### src/rtl/prio_regs_defines.svh
`ifndef PRIO_REGS_DEFINES_SVH
`define PRIO_REGS_DEFINES_SVH
// Summary of operation
// - A three-bit field value 111 gives its source level 7, the highest.
// - Value 001 gives level 1, the lowest enabled; codes between map linearly.
// - Value 000 disables the source so it never requests service.
// - Every implemented field resets to binary 100, level 4.
// - Unimplemented bits read zero and ignore writes.
// - Implemented field bits are read/write and return the last value written.
// - First register: serial event at 6-4, serial fault at 2-0.
// - Second register: capture 5 at 14-12, capture 4 at 10-8, capture 3 at 6-4.
// - Third: compare 7 14-12, compare 6 10-8, compare 5 6-4, capture 6 2-0.
// - On the reduced-pin variant the parallel port field is absent.
// - Fifth: two-wire master at 10-8, two-wire slave at 6-4.

// ==========================================================
// Register byte addresses
`define PRIO_ADDR_8  12'h000
`define PRIO_ADDR_9  12'h004
`define PRIO_ADDR_10 12'h008
`define PRIO_ADDR_11 12'h00C
`define PRIO_ADDR_12 12'h010
`define PRIO_ADDR_13 12'h014

// ==========================================================
// Field positions (low bit of each three-bit field)
`define FIELD_HI 12
`define FIELD_MH 8
`define FIELD_ML 4
`define FIELD_LO 0

// ==========================================================
// Reset value and disabled code
`define PRIO_RESET 3'h4
`define PRIO_OFF   3'h0
`define READ_ZERO  32'h0000_0000
`define IMAGE_ZERO 16'h0000
`endif

### src/rtl/prio_regs_pkg.sv
package prio_regs_pkg;
  typedef logic [2:0] prio_t;

  typedef struct packed {
    prio_t serial_periph2_event_prio;
    prio_t serial_periph2_fault_prio;
    prio_t capture5_prio;
    prio_t capture4_prio;
    prio_t capture3_prio;
    prio_t compare7_prio;
    prio_t compare6_prio;
    prio_t compare5_prio;
    prio_t capture6_prio;
    prio_t parallel_port_prio;
    prio_t compare8_prio;
    prio_t twowire2_master_prio;
    prio_t twowire2_slave_prio;
    prio_t ext_irq4_prio;
    prio_t ext_irq3_prio;
  } prio_fields_s;
endpackage

### src/rtl/interrupt_priority_regs.sv
// Chosen here: the address map and the APB interface to the registers.
`include "prio_regs_defines.svh"

module interrupt_priority_regs #(
  parameter bit HAS_PARALLEL_PORT = 1'b1
) (
  // Clock and reset
  input  wire logic                       pclk,
  input  wire logic                       presetn,
  // APB slave
  input  wire logic                       psel,
  input  wire logic                       penable,
  input  wire logic                       pwrite,
  input  wire logic [11:0]                paddr,
  input  wire logic [31:0]                pwdata,
  input  wire logic [3:0]                 pstrb,
  output logic      [31:0]                prdata,
  output logic                            pready,
  output logic                            pslverr,
  // Priority levels to the arbitration logic
  output prio_regs_pkg::prio_fields_s     prio
);
  import prio_regs_pkg::*;

  // ==========================================================
  // Internal signals
  prio_fields_s next_prio;
  logic [31:0]  next_prdata;
  logic         next_pslverr;
  logic         next_pready;
  logic         setup;
  logic         access;
  logic         wr_lo;
  logic         wr_hi;
  logic         hit;
  logic         sel_8;
  logic         sel_9;
  logic         sel_10;
  logic         sel_11;
  logic         sel_12;
  logic         sel_13;
  logic [15:0]  image_8;
  logic [15:0]  image_9;
  logic [15:0]  image_10;
  logic [15:0]  image_11;
  logic [15:0]  image_12;
  logic [15:0]  image_13;
  logic [15:0]  read_word;

  // ==========================================================
  // Bus phases
  // A transfer is taken in its setup cycle; the answer stands in the
  // access cycle, and a write lands at the edge that closes it
  assign setup  = psel && !penable;
  assign access = psel && penable && pready;
  assign wr_lo  = access && pwrite && pstrb[0];
  assign wr_hi  = access && pwrite && pstrb[1];

  // ==========================================================
  // Address decode
  // Only exact word addresses match; anything else is refused
  always_comb begin
    sel_8  = (paddr == `PRIO_ADDR_8);
    sel_9  = (paddr == `PRIO_ADDR_9);
    sel_10 = (paddr == `PRIO_ADDR_10);
    sel_11 = (paddr == `PRIO_ADDR_11);
    sel_12 = (paddr == `PRIO_ADDR_12);
    sel_13 = (paddr == `PRIO_ADDR_13);
    hit    = sel_8 || sel_9 || sel_10 ||
             sel_11 || sel_12 || sel_13;
  end

  // ==========================================================
  // Register images
  // Unimplemented positions are tied to zero here, so they read
  // zero and a write to them has nowhere to land
  always_comb begin
    image_8                 = `IMAGE_ZERO;
    image_8[`FIELD_ML +: 3] = prio.serial_periph2_event_prio;
    image_8[`FIELD_LO +: 3] = prio.serial_periph2_fault_prio;
  end

  always_comb begin
    image_9                 = `IMAGE_ZERO;
    image_9[`FIELD_HI +: 3] = prio.capture5_prio;
    image_9[`FIELD_MH +: 3] = prio.capture4_prio;
    image_9[`FIELD_ML +: 3] = prio.capture3_prio;
  end

  always_comb begin
    image_10                 = `IMAGE_ZERO;
    image_10[`FIELD_HI +: 3] = prio.compare7_prio;
    image_10[`FIELD_MH +: 3] = prio.compare6_prio;
    image_10[`FIELD_ML +: 3] = prio.compare5_prio;
    image_10[`FIELD_LO +: 3] = prio.capture6_prio;
  end

  // The parallel port field only exists on the full-pin variant
  always_comb begin
    image_11 = `IMAGE_ZERO;
    if (HAS_PARALLEL_PORT) begin
      image_11[`FIELD_ML +: 3] = prio.parallel_port_prio;
    end
    image_11[`FIELD_LO +: 3] = prio.compare8_prio;
  end

  always_comb begin
    image_12                 = `IMAGE_ZERO;
    image_12[`FIELD_MH +: 3] = prio.twowire2_master_prio;
    image_12[`FIELD_ML +: 3] = prio.twowire2_slave_prio;
  end

  always_comb begin
    image_13                 = `IMAGE_ZERO;
    image_13[`FIELD_MH +: 3] = prio.ext_irq4_prio;
    image_13[`FIELD_ML +: 3] = prio.ext_irq3_prio;
  end

  // ==========================================================
  // Field write path
  // Each byte lane updates only the fields that lie inside it
  always_comb begin
    next_prio = prio;
    if (wr_lo) begin
      if (sel_8) begin
        next_prio.serial_periph2_event_prio = pwdata[`FIELD_ML +: 3];
        next_prio.serial_periph2_fault_prio = pwdata[`FIELD_LO +: 3];
      end
      if (sel_9) begin
        next_prio.capture3_prio = pwdata[`FIELD_ML +: 3];
      end
      if (sel_10) begin
        next_prio.compare5_prio = pwdata[`FIELD_ML +: 3];
        next_prio.capture6_prio = pwdata[`FIELD_LO +: 3];
      end
      if (sel_11) begin
        if (HAS_PARALLEL_PORT) begin
          next_prio.parallel_port_prio = pwdata[`FIELD_ML +: 3];
        end
        next_prio.compare8_prio = pwdata[`FIELD_LO +: 3];
      end
      if (sel_12) begin
        next_prio.twowire2_slave_prio = pwdata[`FIELD_ML +: 3];
      end
      if (sel_13) begin
        next_prio.ext_irq3_prio = pwdata[`FIELD_ML +: 3];
      end
    end
    if (wr_hi) begin
      if (sel_9) begin
        next_prio.capture5_prio = pwdata[`FIELD_HI +: 3];
        next_prio.capture4_prio = pwdata[`FIELD_MH +: 3];
      end
      if (sel_10) begin
        next_prio.compare7_prio = pwdata[`FIELD_HI +: 3];
        next_prio.compare6_prio = pwdata[`FIELD_MH +: 3];
      end
      if (sel_12) begin
        next_prio.twowire2_master_prio = pwdata[`FIELD_MH +: 3];
      end
      if (sel_13) begin
        next_prio.ext_irq4_prio = pwdata[`FIELD_MH +: 3];
      end
    end
  end

  // ==========================================================
  // Read select
  // The selects are exclusive, so at most one image is taken
  always_comb begin
    read_word = `IMAGE_ZERO;
    if (sel_8) begin
      read_word = image_8;
    end
    if (sel_9) begin
      read_word = image_9;
    end
    if (sel_10) begin
      read_word = image_10;
    end
    if (sel_11) begin
      read_word = image_11;
    end
    if (sel_12) begin
      read_word = image_12;
    end
    if (sel_13) begin
      read_word = image_13;
    end
  end

  // ==========================================================
  // Bus answer
  // Registered in the setup cycle so that it stands for the whole
  // access cycle; refused transfers answer zero with an error
  always_comb begin
    next_prdata  = `READ_ZERO;
    next_pslverr = 1'b0;
    next_pready  = setup;
    if (setup) begin
      next_pslverr = !hit;
      if (!pwrite && hit) begin
        next_prdata = {`IMAGE_ZERO, read_word};
      end
    end
  end

  // ==========================================================
  // Registers
  always_ff @(posedge pclk or negedge presetn) begin
    if (!presetn) begin
      prio <= '{default: `PRIO_RESET};
      if (!HAS_PARALLEL_PORT) begin
        prio.parallel_port_prio <= `PRIO_OFF;
      end
      prdata  <= `READ_ZERO;
      pready  <= 1'b0;
      pslverr <= 1'b0;
    end else begin
      // Levels pass unchanged: 0 disables, 1..7 rank upward
      prio    <= next_prio;
      prdata  <= next_prdata;
      pready  <= next_pready;
      pslverr <= next_pslverr;
    end
  end
endmodule

### config.mk
export PLATFORM = sky130hd
export DESIGN_NAME = interrupt_priority_regs
export DESIGN_NICKNAME = d
export VERILOG_FILES = /design/src/rtl/prio_regs_pkg.sv /design/src/rtl/interrupt_priority_regs.sv
export VERILOG_INCLUDE_DIRS = /design/src /design/src/rtl
export SDC_FILE = /design/constraint.sdc
export NUM_CORES = 1
export LEC_CHECK = 0
export ABC_CLOCK_PERIOD_IN_PS = 4400
export CAP_MARGIN = 20
export CORE_ASPECT_RATIO = 0.8
export CORE_UTILIZATION = 35
export DETAILED_ROUTE_END_ITERATION = 16
export DONT_BUFFER_PORTS = 1
export GPL_TIMING_DRIVEN = 0
export HOLD_SLACK_MARGIN = 0.02
export PLACE_DENSITY_LB_ADDON = 0.3
export SYNTH_ARGS = -nofsm -noshare
export SYNTH_HDL_FRONTEND = slang
export SYNTH_SLANG_ARGS = --single-unit
### constraint.sdc
create_clock -name pclk -period 4.4 [get_ports pclk]
set_clock_uncertainty 0.05 [all_clocks]
set_input_delay 0.44 -clock pclk [delete_from_list [all_inputs] [get_ports pclk]]
set_output_delay 0.44 -clock pclk [all_outputs]
set_load 0.03 [all_outputs]
==> impl_metrics.csv <==
group,metric,value,unit
routing,vias,1790,
timing,slew_headroom,62.0,%
clocking,path_clk_slew,70,ps
cells_and_area,mostFrequentLayoutCells,"44 x dfrtp_1, 42 x mux2_2, 22 x buf_4, 20 x conb_1, 15 x dfstp_2",
routing,drc,0,
global_route,grt_use_total,17.7,%
setup_path,required,4570,ps
cells_and_area,diodes,0,
setup_path,start_kind,"flip-flop",
synth,ys_warn_count,0,
global_route,grt_pass1_vias,1875,
power,powerDensity,347,nW/µm²
cells_and_area,fillers,727,
cells_and_area,final_nets,303,
setup_path,crit_cells,5,
timing,finalMaxSlewViolations,0,
global_route,antenna_found_initial,0,
cells_and_area,area_growth,15.7,%
place,gp_congestion,0.775,
setup_path,rr_startpoint,"pready",
cells_and_area,layout_commonest_cell,"dfrtp_1",
setup_path,worstPathArrival,2250,ps
setup_path,max_stage_delay,520,ps
setup_path,worstReg2RegEnd,"prio[15]",
timing,rsz0062_at_grt,"false",
synth,ys_types,29,
timing,tightest_slew,570,ps
setup_path,crit_chain,"nand4_1 > nor2_1 > and4_1 > buf_4 > mux2_1",
worst_hold_path,min_path_type,"input pin to flip-flop",
run_status,status,"finished, final reports clean",
global_route,grt_max_degree,60,
clocking,clk_latency,340,ps
clocking,numCtsBuffers,9,
setup_path,startpoint,"pready",
timing,final_hold_viol_count,0,
setup_path,cp_slowest_cell,"dfrtp_1",
clocking,htreeDepth,3,
routing,ant_nets,0,
power,worst_ir_drop_vdd,0.145,mV
job,cap_violations,0,
synth,synth-edff-count,0,
routing,drt_pre_antenna_iters,4,
synth,syn_area,2760,µm²
global_route,grt_pass1_wl,10400,µm
die,core,7500,µm²
synth,synth_seq_area_share,54.2,%
synth,syn_inst,218,
synth,synth_top_flop_cell,"dfrtp_1",
place,dp_hpwl,4960,µm
cells_and_area,stdcell_count,360,
die,start_util,36.8,%
timing,timing.final.crit_share,47.3,%
die,num_rows,28,
setup_path,crit_buf_inv,1,
routing,drt_iter0_drc,101,
setup_path,ff2ff_setup_slack,2320,ps
place,port_buffers,0,
routing,routed_wirelength,6670,µm
die,ios,132,
setup_path,path_max_fanout,6,
timing,final-setup-viol-count,0,
routing,routedWlPerCell,18.5,µm
routing,routed_via_density,4.97,
clocking,tritoncts,"built",
power,p_leak,1.51,nW
setup_path,crit_path_end_kind,"flip-flop",
die,fp.dieH,81.4,µm
setup_path,crit_path_end,"prio[15]",
clocking,cts_setup_buffers,0,
setup_path,critPathTopFamily,"simple AND/OR/NAND/NOR gates",
global_route,overflow,0,
clocking,cts_sinks,59,
timing,max_clock_freq,481,MHz
timing,setup_tns,0,ps
die,die-width,101,µm
setup_path,worstSetupPathType,"flip-flop to flip-flop",
cells_and_area,drive_gt1_share,39.6,%
setup_path,reg2reg_depth,5,
place,dp_cells,342,
clocking,cts_root_buf,"clkbuf_8",
synth,synth_area_per_cell,12.7,µm²
clocking,cts_buffer_depth,2,
timing,period_needed,2080,ps
die,dieArea,8240,µm²
synth,synthArstFlopShare,100,%
synth,ys_ff_latch,59,
state kept, by name, indices dropped and copies added, names as in the netlist:
signal	count
pslverr	1
prdata	12
pready	1
prio	45
cell families after synthesis:
family | count (synthesis) | share of synthesized area (%)
compound gates | 28 | 7.12
buf+inv | 31 | 7.21
flops | 59 | 54.2
mux | 51 | 20.7
other cells | 1 | 0.136
simple gates | 48 | 10.7
timing repair:
action	4_1_cts	5_1_grt
hold buffers	2	0
setup endpoints to repair	0	0
hold endpoints to repair	59	0
gates resized for setup	0	0
metal layers:
layer  global-route usage (%)  share of wire (%)
met3                     9.11                 12
met4                     6.96                1.1
met5                        0                  0
met2                     26.3                 44
met1                     21.8                 43
how the worst min path moves through the flow:
| stage | from | end | slack [ps] | cells after the start |
|---|---|---|---|---|
| floorplan | presetn | prdata[0] | 90 | 0 |
| global placement | presetn | prdata[2] | 100 | 0 |
| detailed placement | presetn | prdata[2] | 100 | 0 |
| CTS | pwdata[0] | prio[12] | 170 | 1 |
| global route | pwdata[0] | prio[12] | 160 | 1 |
| finish | pwdata[0] | prio[12] | 180 | 1 |
where the power goes:
group          internal, mW  total, mW  switching [mW]
combinational        0.0234     0.0771          0.0537
clock                 0.274      0.484           0.210
sequential            0.544      0.547         0.00269
per-stage QoR:
stage	worst slack, ps	util, %	hold slack [ps]	power (mW)	cell area [µm²]
2_1_floorplan	2170	-	94.4	0.612	2830
3_3_place_gp	1970	39.5	96.3	0.619	2960
3_5_place_dp	1970	39.5	96.2	0.619	2960
4_1_cts	2320	42.6	170	1.12	3190
5_1_grt	2210	42.6	161	1.16	3190
6_report	2320	42.6	180	1.11	3190
synth_stat cells, drive strengths merged (4+ instances only):
library cell	instances	share of area (%)
a22oi	6	1.6
nor2	14	1.9
clkbuf	6	0.82
nand2	6	0.82
buf	22	6.0
nand4	6	1.4
o21ai	6	1.1
nor2b	5	1.1
a21oi	7	1.3
dfstp	15	14
mux2	48	20
nor3	4	1.1
dfrtp	44	40
final cells by class:
| type | count | area, µm² | share of cell area, % |
|---|---|---|---|
| Multi-Input combinational cell | 147 | 1140 | 35.6 |
| Clock inverter | 5 | 52.6 | 1.65 |
| Sequential cell | 59 | 1500 | 46.8 |
| Buffer | 28 | 188 | 5.88 |
| Tap cell | 105 | 131 | 4.11 |
| Clock buffer | 11 | 141 | 4.43 |
| Inverter | 3 | 11.3 | 0.353 |
| Timing Repair Buffer | 2 | 37.5 | 1.18 |
Power figures use the tool's default switching activity.
